==> src/rtl/antenna_diag_pkg.sv <==
// Constants for the antenna current select, driver timing and fault diagnosis logic.
// Assumes one 50 MHz system clock taken from the oscillator and a synchronous reset.
// What this block does
// - A 4-bit current step register gives sixteen antenna current levels.
// - Step value is binary, zero is step 1, all-ones is step 16 and reset default.
// - Drive pulse/pause in eighths: 1.25, 1.75, 2.5, 4 per group of four steps.
// - Antenna drive square wave runs at the oscillator clock divided by 64.
// - Each boost period the charge switch turns off when current exceeds reference.
// - A debounced power-stage fault stops all stages, latches status, clears LF buffer.
// - Command 9 from the host returns the latched diagnosis byte.
// - Power stages stay off after a fault until the host sends command 2.
// - Overtemperature shuts down only if still present when debounce ends.
// - Driver transistor overcurrent limits current at once, then shuts down if persistent.
// - Fast-start switch overcurrent is debounced and then shuts down.
// - Missing polarity changes at the sense input while driving means open load.
// - Illegal commands flag at once, without shutdown or buffer clear.
// - Open load and short to ground are checked only while the driver is active.
// - In standby the low-side and fast-start switch faults stay monitored.
// - In power-down no fault is monitored.
// - A condition gone before debounce ends is dropped with no shutdown.
// - Status bit 0 overtemperature, bit 1 short to ground, bit 2 short to supply.
// - Status bit 3 open load, bit 4 return-line overcurrent, bit 5 illegal command.
// - Fast-start gate drive stays off in power-down and after a fault shutdown.
package antenna_diag_pkg;
    localparam int CLOCK_HZ          = 50_000_000;
    localparam int DRIVE_DIVIDER     = 64;
    localparam int EIGHTH_CYCLES     = DRIVE_DIVIDER / 8;
    // High time in quarter-eighths (1.25 -> 5, 1.75 -> 7, 2.5 -> 10, 4 -> 16)
    localparam int HIGH_Q_GROUP0     = 5;
    localparam int HIGH_Q_GROUP1     = 7;
    localparam int HIGH_Q_GROUP2     = 10;
    localparam int HIGH_Q_GROUP3     = 16;
    localparam int STEP_W            = 4;
    localparam logic [3:0] STEP_DEFAULT = 4'hF;
    localparam int DEBOUNCE_TIME_NS  = 20_000;
    localparam int DEBOUNCE_CYCLES   = DEBOUNCE_TIME_NS / (1_000_000_000 / CLOCK_HZ);
    localparam int BOOST_PERIOD      = 50;
    localparam int OPEN_LOAD_WINDOW  = 128;
    localparam logic [3:0] CMD_CLEAR_STATUS = 4'h2;
    localparam logic [3:0] CMD_READ_STATUS  = 4'h9;
    localparam int BIT_TEMP          = 0;
    localparam int BIT_GND           = 1;
    localparam int BIT_SUPPLY        = 2;
    localparam int BIT_OPEN          = 3;
    localparam int BIT_RETURN        = 4;
    localparam int BIT_BADCMD        = 5;
    localparam int FLAG_W            = 6;
    localparam int STATUS_W          = 8;

    typedef enum logic [3:0] {
        ST_OFF      = 4'b0001,
        ST_STANDBY  = 4'b0010,
        ST_ACTIVE   = 4'b0100,
        ST_SHUTDOWN = 4'b1000
    } op_state_e;
endpackage : antenna_diag_pkg

==> src/rtl/fault_debounce.sv <==
// Debounce timer for one fault condition.
// Assumes condition is already synchronised to clock.
module fault_debounce #(
    parameter int CYCLES = antenna_diag_pkg::DEBOUNCE_CYCLES
) (
    // Clock and reset
    input  wire logic clock,
    input  wire logic sys_rst,
    // Condition in, expiry out
    input  wire logic enable,
    input  wire logic condition,
    output logic      expired
);
    localparam int CW = $clog2(CYCLES + 1);
    localparam logic [CW-1:0] LAST = CW'(CYCLES);

    logic [CW-1:0] count_r;
    logic [CW-1:0] count_nxt;
    logic          expired_r;
    logic          expired_nxt;

    always_comb
    begin
        count_nxt   = count_r;
        expired_nxt = 1'b0;
        if (!(enable && condition))
        begin
            count_nxt = '0;
        end
        else if (count_r != LAST)
        begin
            count_nxt = count_r + CW'(1);
        end
        expired_nxt = enable && condition && (count_nxt == LAST);
    end

    always_ff @(posedge clock)
    begin
        if (sys_rst)
        begin
            count_r   <= '0;
            expired_r <= 1'b0;
        end
        else
        begin
            count_r   <= count_nxt;
            expired_r <= expired_nxt;
        end
    end

    assign expired = expired_r;
endmodule : fault_debounce

==> src/rtl/antenna_fault_diag_current_select.sv <==
// Antenna driver timing, boost switch-off, fault debounce and diagnosis status.
// Analog comparator flags are asynchronous and get two flops; mode and command
// strobes come from logic on the same clock.
module antenna_fault_diag_current_select #(
    parameter int DEBOUNCE = antenna_diag_pkg::DEBOUNCE_CYCLES,
    parameter int OPEN_WIN = antenna_diag_pkg::OPEN_LOAD_WINDOW
) (
    // Clock and reset
    input  wire logic       clock,
    input  wire logic       sys_rst,
    // Configuration and serial commands
    input  wire logic       step_write,
    input  wire logic [3:0] step_data,
    input  wire logic       cmd_valid,
    input  wire logic [3:0] cmd_code,
    input  wire logic       cmd_illegal,
    // Mode control
    input  wire logic       power_down,
    input  wire logic       modulation_active,
    input  wire logic       fast_start_request,
    // Analog comparators
    input  wire logic       overtemp_detect,
    input  wire logic       high_side_overcurrent,
    input  wire logic       low_side_overcurrent,
    input  wire logic       return_line_overcurrent,
    input  wire logic       boost_current_above_ref,
    input  wire logic       sense_resistor_input,
    // Power stage outputs
    output logic [3:0]      current_step_field,
    output logic            antenna_drive_output,
    output logic            boost_charge_switch,
    output logic            fast_start_switch,
    output logic            current_limit,
    output logic            lf_buffer_clear,
    // Status read
    output logic            status_valid,
    output logic [7:0]      status_data
);
    localparam int NSYNC = 6;

    function automatic logic [5:0] high_cycles(input logic [3:0] step);
        int q;
        q = antenna_diag_pkg::HIGH_Q_GROUP0;
        unique case (step[3:2])
            2'b00: q = antenna_diag_pkg::HIGH_Q_GROUP0;
            2'b01: q = antenna_diag_pkg::HIGH_Q_GROUP1;
            2'b10: q = antenna_diag_pkg::HIGH_Q_GROUP2;
            2'b11: q = antenna_diag_pkg::HIGH_Q_GROUP3;
        endcase
        high_cycles = 6'((q * antenna_diag_pkg::EIGHTH_CYCLES) / 4);
    endfunction : high_cycles

    // Two-flop synchronisers for the analog flags
    logic [NSYNC-1:0] meta_r;
    logic [NSYNC-1:0] sync_r;
    always_ff @(posedge clock)
    begin
        if (sys_rst)
        begin
            meta_r <= '0;
            sync_r <= '0;
        end
        else
        begin
            meta_r <= {sense_resistor_input, boost_current_above_ref, return_line_overcurrent,
                       low_side_overcurrent, high_side_overcurrent, overtemp_detect};
            sync_r <= meta_r;
        end
    end
    logic temp_s, hs_s, ls_s, ret_s, cmp_s, sense_s;
    assign {sense_s, cmp_s, ret_s, ls_s, hs_s, temp_s} = sync_r;

    // Operating state and diagnosis flags
    antenna_diag_pkg::op_state_e state_r, state_nxt;
    logic [5:0] flags_r, flags_nxt;
    logic [3:0] step_r, step_nxt;
    logic       clear_cmd, read_cmd, any_exp, watching, driving;
    logic       exp_temp, exp_gnd, exp_sup, exp_open, exp_ret;
    logic       open_cond;

    assign clear_cmd = cmd_valid && (cmd_code == antenna_diag_pkg::CMD_CLEAR_STATUS);
    assign read_cmd  = cmd_valid && (cmd_code == antenna_diag_pkg::CMD_READ_STATUS);
    assign any_exp   = exp_temp | exp_gnd | exp_sup | exp_open | exp_ret;
    assign watching  = (state_r == antenna_diag_pkg::ST_STANDBY) || (state_r == antenna_diag_pkg::ST_ACTIVE);
    assign driving   = (state_r == antenna_diag_pkg::ST_ACTIVE);

    always_comb
    begin
        state_nxt = state_r;
        flags_nxt = flags_r;
        step_nxt  = step_r;
        if (step_write)
        begin
            step_nxt = step_data;
        end
        unique case (state_r)
            antenna_diag_pkg::ST_OFF,
            antenna_diag_pkg::ST_STANDBY,
            antenna_diag_pkg::ST_ACTIVE:
            begin
                state_nxt = power_down        ? antenna_diag_pkg::ST_OFF    :
                            modulation_active ? antenna_diag_pkg::ST_ACTIVE :
                                                antenna_diag_pkg::ST_STANDBY;
                if (watching && any_exp)
                begin
                    state_nxt = antenna_diag_pkg::ST_SHUTDOWN;
                end
            end
            antenna_diag_pkg::ST_SHUTDOWN:
            begin
                if (clear_cmd)
                begin
                    state_nxt = antenna_diag_pkg::ST_STANDBY;
                end
            end
            default: state_nxt = antenna_diag_pkg::ST_OFF;
        endcase
        if (clear_cmd)
        begin
            flags_nxt = '0;
        end
        if (watching)
        begin
            flags_nxt[antenna_diag_pkg::BIT_TEMP] = flags_nxt[antenna_diag_pkg::BIT_TEMP] | exp_temp;
            flags_nxt[antenna_diag_pkg::BIT_GND] = flags_nxt[antenna_diag_pkg::BIT_GND] | exp_gnd;
            flags_nxt[antenna_diag_pkg::BIT_SUPPLY] = flags_nxt[antenna_diag_pkg::BIT_SUPPLY] | exp_sup;
            flags_nxt[antenna_diag_pkg::BIT_OPEN] = flags_nxt[antenna_diag_pkg::BIT_OPEN] | exp_open;
            flags_nxt[antenna_diag_pkg::BIT_RETURN] = flags_nxt[antenna_diag_pkg::BIT_RETURN] | exp_ret;
            flags_nxt[antenna_diag_pkg::BIT_BADCMD] = flags_nxt[antenna_diag_pkg::BIT_BADCMD] | cmd_illegal;
        end
    end

    always_ff @(posedge clock)
    begin
        if (sys_rst)
        begin
            state_r <= antenna_diag_pkg::ST_OFF;
            flags_r <= '0;
            step_r  <= antenna_diag_pkg::STEP_DEFAULT;
        end
        else
        begin
            state_r <= state_nxt;
            flags_r <= flags_nxt;
            step_r  <= step_nxt;
        end
    end

    fault_debounce #(.CYCLES(DEBOUNCE)) u_deb_temp (.clock(clock), .sys_rst(sys_rst),
        .enable(watching), .condition(temp_s), .expired(exp_temp));
    // Short to ground only when driving
    fault_debounce #(.CYCLES(DEBOUNCE)) u_deb_gnd (.clock(clock), .sys_rst(sys_rst),
        .enable(driving), .condition(hs_s), .expired(exp_gnd));
    fault_debounce #(.CYCLES(DEBOUNCE)) u_deb_sup (.clock(clock), .sys_rst(sys_rst),
        .enable(watching), .condition(ls_s), .expired(exp_sup));
    fault_debounce #(.CYCLES(DEBOUNCE)) u_deb_open (.clock(clock), .sys_rst(sys_rst),
        .enable(driving), .condition(open_cond), .expired(exp_open));
    fault_debounce #(.CYCLES(DEBOUNCE)) u_deb_ret (.clock(clock), .sys_rst(sys_rst),
        .enable(watching), .condition(ret_s), .expired(exp_ret));

    // Open-load watch: time since last polarity change
    localparam int OW = $clog2(OPEN_WIN + 1);
    logic [OW-1:0] quiet_r, quiet_nxt;
    logic          sense_d_r;
    always_comb
    begin
        quiet_nxt = (!driving || (sense_s != sense_d_r)) ? '0 :
                    (quiet_r != OW'(OPEN_WIN))          ? quiet_r + OW'(1) : quiet_r;
    end
    always_ff @(posedge clock)
    begin
        if (sys_rst)
        begin
            quiet_r   <= '0;
            sense_d_r <= 1'b0;
        end
        else
        begin
            quiet_r   <= quiet_nxt;
            sense_d_r <= sense_s;
        end
    end
    assign open_cond = (quiet_r == OW'(OPEN_WIN));

    // Drive phase and boost period counters
    localparam int BW = $clog2(antenna_diag_pkg::BOOST_PERIOD);
    logic [5:0]    phase_r, phase_nxt;
    logic [BW-1:0] bper_r, bper_nxt;
    logic drv_r, drv_nxt, chg_r, chg_nxt, fs_r, fs_nxt, lim_r, lim_nxt, clr_r, clr_nxt;
    logic stages_on;
    assign stages_on = (state_r == antenna_diag_pkg::ST_ACTIVE) || (state_r == antenna_diag_pkg::ST_STANDBY);

    always_comb
    begin
        phase_nxt = phase_r + 6'h01;
        bper_nxt  = (bper_r == BW'(antenna_diag_pkg::BOOST_PERIOD - 1)) ? '0 : bper_r + BW'(1);
        // Duty from step group; pulses start at phase zero only, so no runt pulse
        drv_nxt   = driving && !any_exp && (phase_nxt < high_cycles(step_r)) && (drv_r || phase_nxt == 6'h00);
        chg_nxt   = stages_on && !any_exp && !cmp_s && (chg_r || bper_r == '0);
        fs_nxt  = stages_on && !any_exp && fast_start_request;
        lim_nxt = watching && (hs_s || ls_s);
        clr_nxt = watching && any_exp;
    end

    always_ff @(posedge clock)
    begin
        if (sys_rst)
        begin
            phase_r <= '0;
            bper_r  <= '0;
            drv_r   <= 1'b0;
            chg_r   <= 1'b0;
            fs_r    <= 1'b0;
            lim_r   <= 1'b0;
            clr_r   <= 1'b0;
        end
        else
        begin
            phase_r <= phase_nxt;
            bper_r  <= bper_nxt;
            drv_r   <= drv_nxt;
            chg_r   <= chg_nxt;
            fs_r    <= fs_nxt;
            lim_r   <= lim_nxt;
            clr_r   <= clr_nxt;
        end
    end

    // Status read path
    logic       sv_r, sv_nxt;
    logic [7:0] sd_r, sd_nxt;
    always_comb
    begin
        sv_nxt = read_cmd;
        sd_nxt = read_cmd ? {2'b00, flags_r} : sd_r;
    end
    always_ff @(posedge clock)
    begin
        if (sys_rst)
        begin
            sv_r <= 1'b0;
            sd_r <= 8'h00;
        end
        else
        begin
            sv_r <= sv_nxt;
            sd_r <= sd_nxt;
        end
    end

    assign current_step_field   = step_r;
    assign antenna_drive_output = drv_r;
    assign boost_charge_switch  = chg_r;
    assign fast_start_switch    = fs_r;
    assign current_limit        = lim_r;
    assign lf_buffer_clear      = clr_r;
    assign status_valid         = sv_r;
    assign status_data          = sd_r;
endmodule : antenna_fault_diag_current_select

==> config.mk <==
export PLATFORM = sky130hd
export DESIGN_NAME = antenna_fault_diag_current_select
export DESIGN_NICKNAME = d
export VERILOG_FILES = /design/src/rtl/antenna_diag_pkg.sv /design/src/rtl/fault_debounce.sv /design/src/rtl/antenna_fault_diag_current_select.sv
export SDC_FILE = /design/constraint.sdc
export NUM_CORES = 1
export LEC_CHECK = 0
export BUFFER_PORTS_ARGS = -buffer_cell sky130_fd_sc_hd__buf_2
export CAP_MARGIN = 20
export CORE_MARGIN = 2
export CORE_UTILIZATION = 35
export CTS_CLUSTER_DIAMETER = 150
export CTS_CLUSTER_SIZE = 10
export DETAILED_ROUTE_END_ITERATION = 12
export MAX_ROUTING_LAYER = met4
export PLACE_DENSITY_LB_ADDON = 0.25
export SYNTH_ARGS = -nofsm -noshare
export SYNTH_HDL_FRONTEND = slang
export SYNTH_HIERARCHICAL = 1
export SYNTH_SLANG_ARGS = --single-unit
==> constraint.sdc <==
create_clock -name clock -period 2.7 [get_ports clock]
set_input_delay 0.54 -clock clock [delete_from_list [all_inputs] [get_ports clock]]
set_output_delay 0.54 -clock clock [all_outputs]
set_load 0.05 [all_outputs]
==> results of run 1 <==
-- cells by family (layout without fill, tap and decap cells) --
family | count (synthesis) | in the layout | synth area share (%)
multiplexers | 10 | 10 | 1.953
AO/OA/AOI/OAI | 48 | 48 | 6.909
flip-flops | 114 | 114 | 44.53
buffers and inverters | 35 | 95 | 2.710
adder cells (fa/ha/maj) | 24 | 24 | 5.859
other | 1 | 2 | 0.07317
AND/OR/NAND/NOR | 265 | 265 | 28.22
XOR/XNOR | 57 | 57 | 9.741
-- layer usage --
layer | track usage, % | share of wire (%) | vias up
met4 | 6.471 | 0.57 | 0
met1 | 16.42 | 46 | 1826
met5 | - | 0 | -
met2 | 22.73 | 50 | 47
met3 | 3.637 | 2.8 | 4
li1 | - | - | 2004
-- worst register-to-register path: stages (launching register included) --
cell and delay, ps:
dfxtp_1 350, inv_1 70, ha_1 130, nor4b_1 240, nand3_1 230, inv_1 130
nand2_1 80, or2_1 330, nor2_1 170, and4_1 180
-- sequential cells by signal (all words and copies together) (netlist names), 4 cells and up --
name and count:
bper_r 6, current_step_field 4, flags_r 6, meta_r 6, phase_r 6, quiet_r 8, state_r 4, status_data 6
sync_r 6, u_deb_gnd/count_r 10, u_deb_open/count_r 10, u_deb_ret/count_r 10, u_deb_sup/count_r 10, u_deb_temp/count_r 10
-- cells in the mapped netlist, types with 2 or more instances --
master | count | area [um2]
a22o_1 | 6 | 52.55
dfxtp_1 | 114 | 2282
nor4bb_1 | 5 | 50.05
nand2b_1 | 2 | 12.51
inv_1 | 23 | 86.33
nor4_1 | 5 | 31.28
o21a_1 | 2 | 15.01
and3_1 | 14 | 87.58
nand3_1 | 38 | 190.2
xor2_1 | 34 | 297.8
or3_1 | 7 | 43.79
and4bb_1 | 5 | 62.56
o21bai_1 | 6 | 45.04
a21oi_1 | 11 | 55.05
nand2_1 | 31 | 116.4
nor3_1 | 8 | 40.04
and4_1 | 5 | 43.79
ha_1 | 24 | 300.3
o211ai_1 | 2 | 15.01
or2_1 | 5 | 31.28
nand4_4 | 5 | 106.4
and2_1 | 4 | 25.02
clkbuf_1 | 10 | 37.54
nor2b_1 | 15 | 93.84
buf_4 | 2 | 15.01
nand4_1 | 6 | 37.54
a31oi_1 | 4 | 25.02
a41oi_1 | 5 | 43.79
nor2_1 | 100 | 375.4
xnor2_1 | 23 | 201.4
o31a_1 | 5 | 43.79
mux2i_1 | 10 | 100.1
o21ai_0 | 2 | 10.01
-- where the power goes --
group          internal, mW  switching (mW)  leakage (nW)
Clock                  1.49           0.734         0.292
Sequential             1.71          0.0188         0.923
Combinational        0.0584          0.0890          1.31
-- worst paths after layout --
check	startpoint	end	slack (ps)	depth (start not counted)
worst max-delay path	quiet_r[0]	u_deb_open/expired	720	9
worst max register to register	quiet_r[0]	u_deb_open/expired	720	9
worst min register to register	sync_r[4]	boost_charge_switch	400	1
worst min-delay path	overtemp_detect	meta_r[0]	340	2
-- layout make-up --
class | instances | share of cell area (%)
well taps | 184 | 3.760
multi-input cells | 406 | 44.23
clock inverters | 11 | 2.207
flip-flops and latches | 114 | 37.28
repair buffers | 40 | 3.597
clock buffers | 21 | 7.521
inverters | 23 | 1.410
==> flow_summary.yaml, run 1 <==
clock_tree:
  h-tree-depth: 4
  path_clk_slew_ps: 50
  cts_post_setup_buffers_inserted: 0
  worstSkewPairLatency_ps: 410
  cts_resized: 0
  ctsHoldBuffers: 0
  clockBufferDepth: 2
  cts_tree: "built"
  cts_sinks: 114
  numCtsBuffers: 17
  root_buffer: "clkbuf_16"
timing:
  fin_skew_ps: 13.76
  maxSlewViolCount: 0
  rsz0062_at_grt: "false"
  period_needed_ps: 1984
  final-hold-violation-count: 0
  setup_viol: 0
  tns_ps: 0
  min_period_over_period_pct: 73.48
  max_clock_freq_mhz: 504.0
  tightestPinTransition_ps: 559.5
  setup_slack_ps: 715.9
  slew-limit-headroom_pct: 62.53
  hold-worst-slack_ps: 339.7
detailed_routing:
  via_per_inst: 4.857
  routedWlPerCell_um: 12.72
  route.detailed.drc: 0
  vias: 3881
  drtIter0Drc: 219
  drt_wl_total_mm: 10.17
  antenna_left: 0
  dr.pass1.iters: 4
cells_and_area:
  final_cell_mix: "dfxtp_1, nor2_1, nand3_1"
  finalNonFillerCells: 799
  final_common_cell: "dfxtp_1"
  utilization_pct: 42.44
  layout-drive-gt1-share_pct: 12.85
  fillers: 1387
  diodes: 0
  final_nets: 648
  final_area_um2: 6122
  multi_input_area_um2: 2708
  seqCellArea_um2: 2282
  area_growth_pct: 19.46
place:
  dp_cells: 767
  place_ws_ps: 730.7
  place_area_um2: 5527
  port_buffers: 37
  place_hpwl_mm: 7.399
  globalplace.congestion: 0.8409
global_route:
  track_usage_pct: 14.06
  grt_start_max_net_pins: 41
  grt_pass1_vias: 3710
  grt_overflow: 0
  antenna_found_initial: 0
  grt_first_pass_wirelength_mm: 17.32
floorplanning:
  core_area_um2: 14420
  die_h_um: 125.0
  dieArea_um2: 15630
  die_w_um: 125.0
  pin_count: 40
  start_util_pct: 35.53
  rows: 44
synth:
  synth_cell_types: 49
  async_flop_share_pct: 0
  ys_ff_latch: 114
  yosysWarningCount: 6
  synth_edf_count: 0
  synthCells: 554
  yosysSeqAreaShare_pct: 44.53
  syn_area_per_cell_um2: 9.251
  synth_ff_type: "dfxtp_1"
  netlist_area_um2: 5125
setup_path:
  cp_common_cell: "inv_1"
  setup.worst_path.start_class: "register"
  critical-path-max-stage-delay_ps: 350
  crit_type: "register to register"
  arrival_ps: 2320
  path_cells: "inv_1 -> ha_1 -> nor4b_1 -> nand3_1 -> inv_1 -> nand2_1 -> or2_1 -> nor2_1 -> and4_1"
  critical_path.max_fanout: 9
  worst_path_max_delay_cell: "dfxtp_1"
  cp_top_family: "simple AND/OR/NAND/NOR gates"
  worst-path-buf-inv: 2
  worstSetupEndpointType: "register"
  cp.required_ps: 3040
outcome:
  outcome: "finished, final reports clean"
pwr:
  p_per_area_nw_per_um2: 669.1
  p_leak_nw: 2.529
  p_total_mw: 4.096
  peakVddDrop_mv: 0.4197
min_path:
  holdCritPathClass: "input pin to register"
run:
  maxCapViolations: 0
Power figures use the tool's default switching activity.
==> run 2: changes to the inputs <==
--- a/config.mk
+++ b/config.mk
@@ -5,6 +5,7 @@
 export SDC_FILE = /design/constraint.sdc
 export NUM_CORES = 1
 export LEC_CHECK = 0
+export ABC_AREA = 1
 export BUFFER_PORTS_ARGS = -buffer_cell sky130_fd_sc_hd__buf_2
 export CAP_MARGIN = 20
 export CORE_MARGIN = 2
==> constraint.sdc (replaced) <==
create_clock -name clock -period 1.65 [get_ports clock]
set_input_delay 0.33 -clock clock [delete_from_list [all_inputs] [get_ports clock]]
set_output_delay 0.33 -clock clock [all_outputs]
set_load 0.05 [all_outputs]
==> flow_summary.yaml, run 2 <==
setup_path:
  endpoint: "u_deb_open/expired"
  reg2reg_slack_ps: 70
  ff2ff_path_depth: 10
  setup.worst_path.start_class: "register"
  critical-path-max-stage-delay_ps: 320
  worst_path_max_delay_cell: "dfxtp_2"
  arrival_ps: 1920
  cp_top_family: "simple AND/OR/NAND/NOR gates"
  r2r_start: "quiet_r[0]"
  r2r_end: "u_deb_open/expired"
  path_cells: "inv_2 -> ha_2 -> inv_1 -> nor3_2 -> and3_1 -> nand2_2 -> or2_4 -> nor2_8 -> nand4_1 -> nor2_1"
  worstSetupEndpointType: "register"
  cp.depth: 10
  worst-path-buf-inv: 2
  crit_type: "register to register"
  cp.required_ps: 1990
  critical_path.max_fanout: 3
  crit_start: "quiet_r[0]"
clock_tree:
  path_clk_slew_ps: 50
  h-tree-depth: 4
  numCtsBuffers: 17
  cts_tree: "built"
  root_buffer: "clkbuf_16"
  clockBufferDepth: 2
  cts_sinks: 114
  worstSkewPairLatency_ps: 410
timing:
  setup_viol: 0
  rsz0062_at_grt: "true"
  max_clock_freq_mhz: 633.5
  min_period_over_period_pct: 95.67
  tns_ps: 0
  maxSlewViolCount: 0
  period_needed_ps: 1579
  final-hold-violation-count: 0
  fin_skew_ps: 7.117
floorplanning:
  die_w_um: 133.8
  dieArea_um2: 17890
  start_util_pct: 35.66
  core_area_um2: 16520
  die_h_um: 133.8
  rows: 47
  pin_count: 40
detailed_routing:
  routedWlPerCell_um: 11.01
  vias: 5122
  dr.pass1.iters: 7
  route.detailed.drc: 0
  drtIter0Drc: 256
  via_per_inst: 4.525
  drt_wl_total_mm: 12.47
  antenna_left: 0
cells_and_area:
  final_common_cell: "nand2_1"
  layout-drive-gt1-share_pct: 20.94
  finalNonFillerCells: 1132
  final_cell_mix: "nand2_1, nor2_1, inv_1"
  multi_input_area_um2: 3123
  utilization_pct: 42.79
  fillers: 1707
  final_nets: 946
  seqCellArea_um2: 2298
  diodes: 0
  area_growth_pct: 19.98
pwr:
  clkPwrFrac_pct: 50.4
  p_switching_mw: 1.438
  pwr-share-seq_pct: 44.5
  p_leak_nw: 3.001
  p_total_mw: 6.370
  power_frac_comb_pct: 5.1
  power.internal_mw: 4.933
  p_per_area_nw_per_um2: 901.0
  p_sw_share_pct: 22.57
  peakVddDrop_mv: 0.7254
synth:
  yosysWarningCount: 6
  synth_top_family_by_area: "simple AND/OR/NAND/NOR gates"
  synthSimpleGateAreaFrac_pct: 40.59
  ys_ff_latch: 114
  synth_largest_area_cell: "dfxtp_1"
  synthCells: 833
  yosysMostFrequentCell: "nand2_1"
  synth_ff_type: "dfxtp_1"
  synth_compound_area_share_pct: 4.904
  synth_top_area_share_pct: 38.73
  synth_xor_area_share_pct: 1.040
  synth.area.mux_share_pct: 0
  synth-adder-area-share_pct: 5.096
  netlist_area_um2: 5893
  synth_cell_types: 36
  synth_edf_count: 0
  synth_commonest_cells: "nand2_1, nor2_1, inv_1"
  yosysSeqAreaShare_pct: 38.73
  synth.area.top_cells: "dfxtp_1, nand2_1, nor2_1"
  async_flop_share_pct: 0
  syn_area_per_cell_um2: 7.075
global_route:
  grt_first_pass_wirelength_mm: 21.49
  grt_overflow: 0
  grt_start_max_net_pins: 27
  grt_pass1_vias: 4729
  antenna_found_initial: 0
  track_usage_pct: 15.37
outcome:
  outcome: "finished, final reports clean"
min_path:
  holdCritPathClass: "input pin to register"
  hp-start: "low_side_overcurrent"
  holdPathStages: 3
place:
  globalplace.congestion: 0.8578
  place_hpwl_mm: 9.451
  port_buffers: 37
  dp_cells: 1099
run:
  maxCapViolations: 0
-- run 2: cell count changes after synthesis, sizes merged, moves of 13 or more --
| cell | before | now |
|---|---|---|
| nand4 | 11 | 27 |
| and3 | 14 | 1 |
| xor2 | 34 | 4 |
| nor2 | 101 | 157 |
| nand3 | 38 | 70 |
| xnor2 | 23 | 3 |
| inv | 23 | 127 |
| nor3 | 8 | 31 |
| nor2b | 15 | 0 |
| nand2 | 31 | 185 |
| a21oi | 11 | 42 |
-- run 2: power by group through the flow --
| stage | Combinational, mW | Sequential, mW | Clock [mW] |
|---|---|---|---|
| 6_report | 0.325 | 2.84 | 3.21 |
| 2_1_floorplan | 0.169 | 2.92 | 0 |
| 3_5_place_dp | 0.307 | 2.89 | 0 |
| 3_3_place_gp | 0.305 | 2.89 | 0 |
| 4_1_cts | 0.308 | 2.83 | 3.28 |
| 5_1_grt | 0.368 | 2.84 | 3.41 |
-- run 2: kinds of logic after synthesis --
kind of cell,count (synthesis)
xor+xnor,7
other cells,1
simple gates,486
compound gates,56
flops,114
buf+inv,145
fa+ha+maj,24
-- run 2: how the worst min path moves through the flow --
stage                          end  slack, ps
2_1_floorplan            sync_r[0]        390
3_3_place_gp   boost_charge_switch        390
3_5_place_dp   boost_charge_switch        390
4_1_cts                  meta_r[2]        110
5_1_grt                  meta_r[2]        110
6_report                 meta_r[2]        120
-- run 2: layer usage --
layer	up-vias	part of all wire [%]	track usage (%)
met5	-	0	-
met4	0	1.6	5.733
met3	21	3.9	4.528
met2	85	43	22.25
met1	2243	52	20.24
li1	2773	-	-
-- run 2: cell type report --
class	instances	share of cell area [%]
Multi-Input combinational cell	575	44.17
Sequential cell	114	32.51
Inverter	132	7.043
Clock buffer	25	6.866
Timing Repair Buffer	60	5.061
Tap cell	220	3.893
Clock inverter	6	0.4601
-- run 2: tightest hold or removal path, delay by kind of cell --
family | cells | cell delay, ps
buffers and inverters | 2 | 100
AND/OR/NAND/NOR | 1 | 60
-- run 2: stage by stage --
stage,area (um2),setup WS (ps),hold WS (ps)
6_report,7071,71.41,121.3
5_1_grt,7071,-57.39,114.5
4_1_cts,6975,3.303,107.6
3_5_place_dp,6451,-24.87,392.3
3_3_place_gp,6451,-6.357,394.7
2_1_floorplan,5902,7.793,388.3
-- run 2: timing repair --
action / in CTS / in global routing
hold buffers: 0 / 0
gates resized for setup: 3 / 33
pin swaps: 0 / 13
setup buffers: 0 / 2
endpoints found under the setup margin: 2 / 6
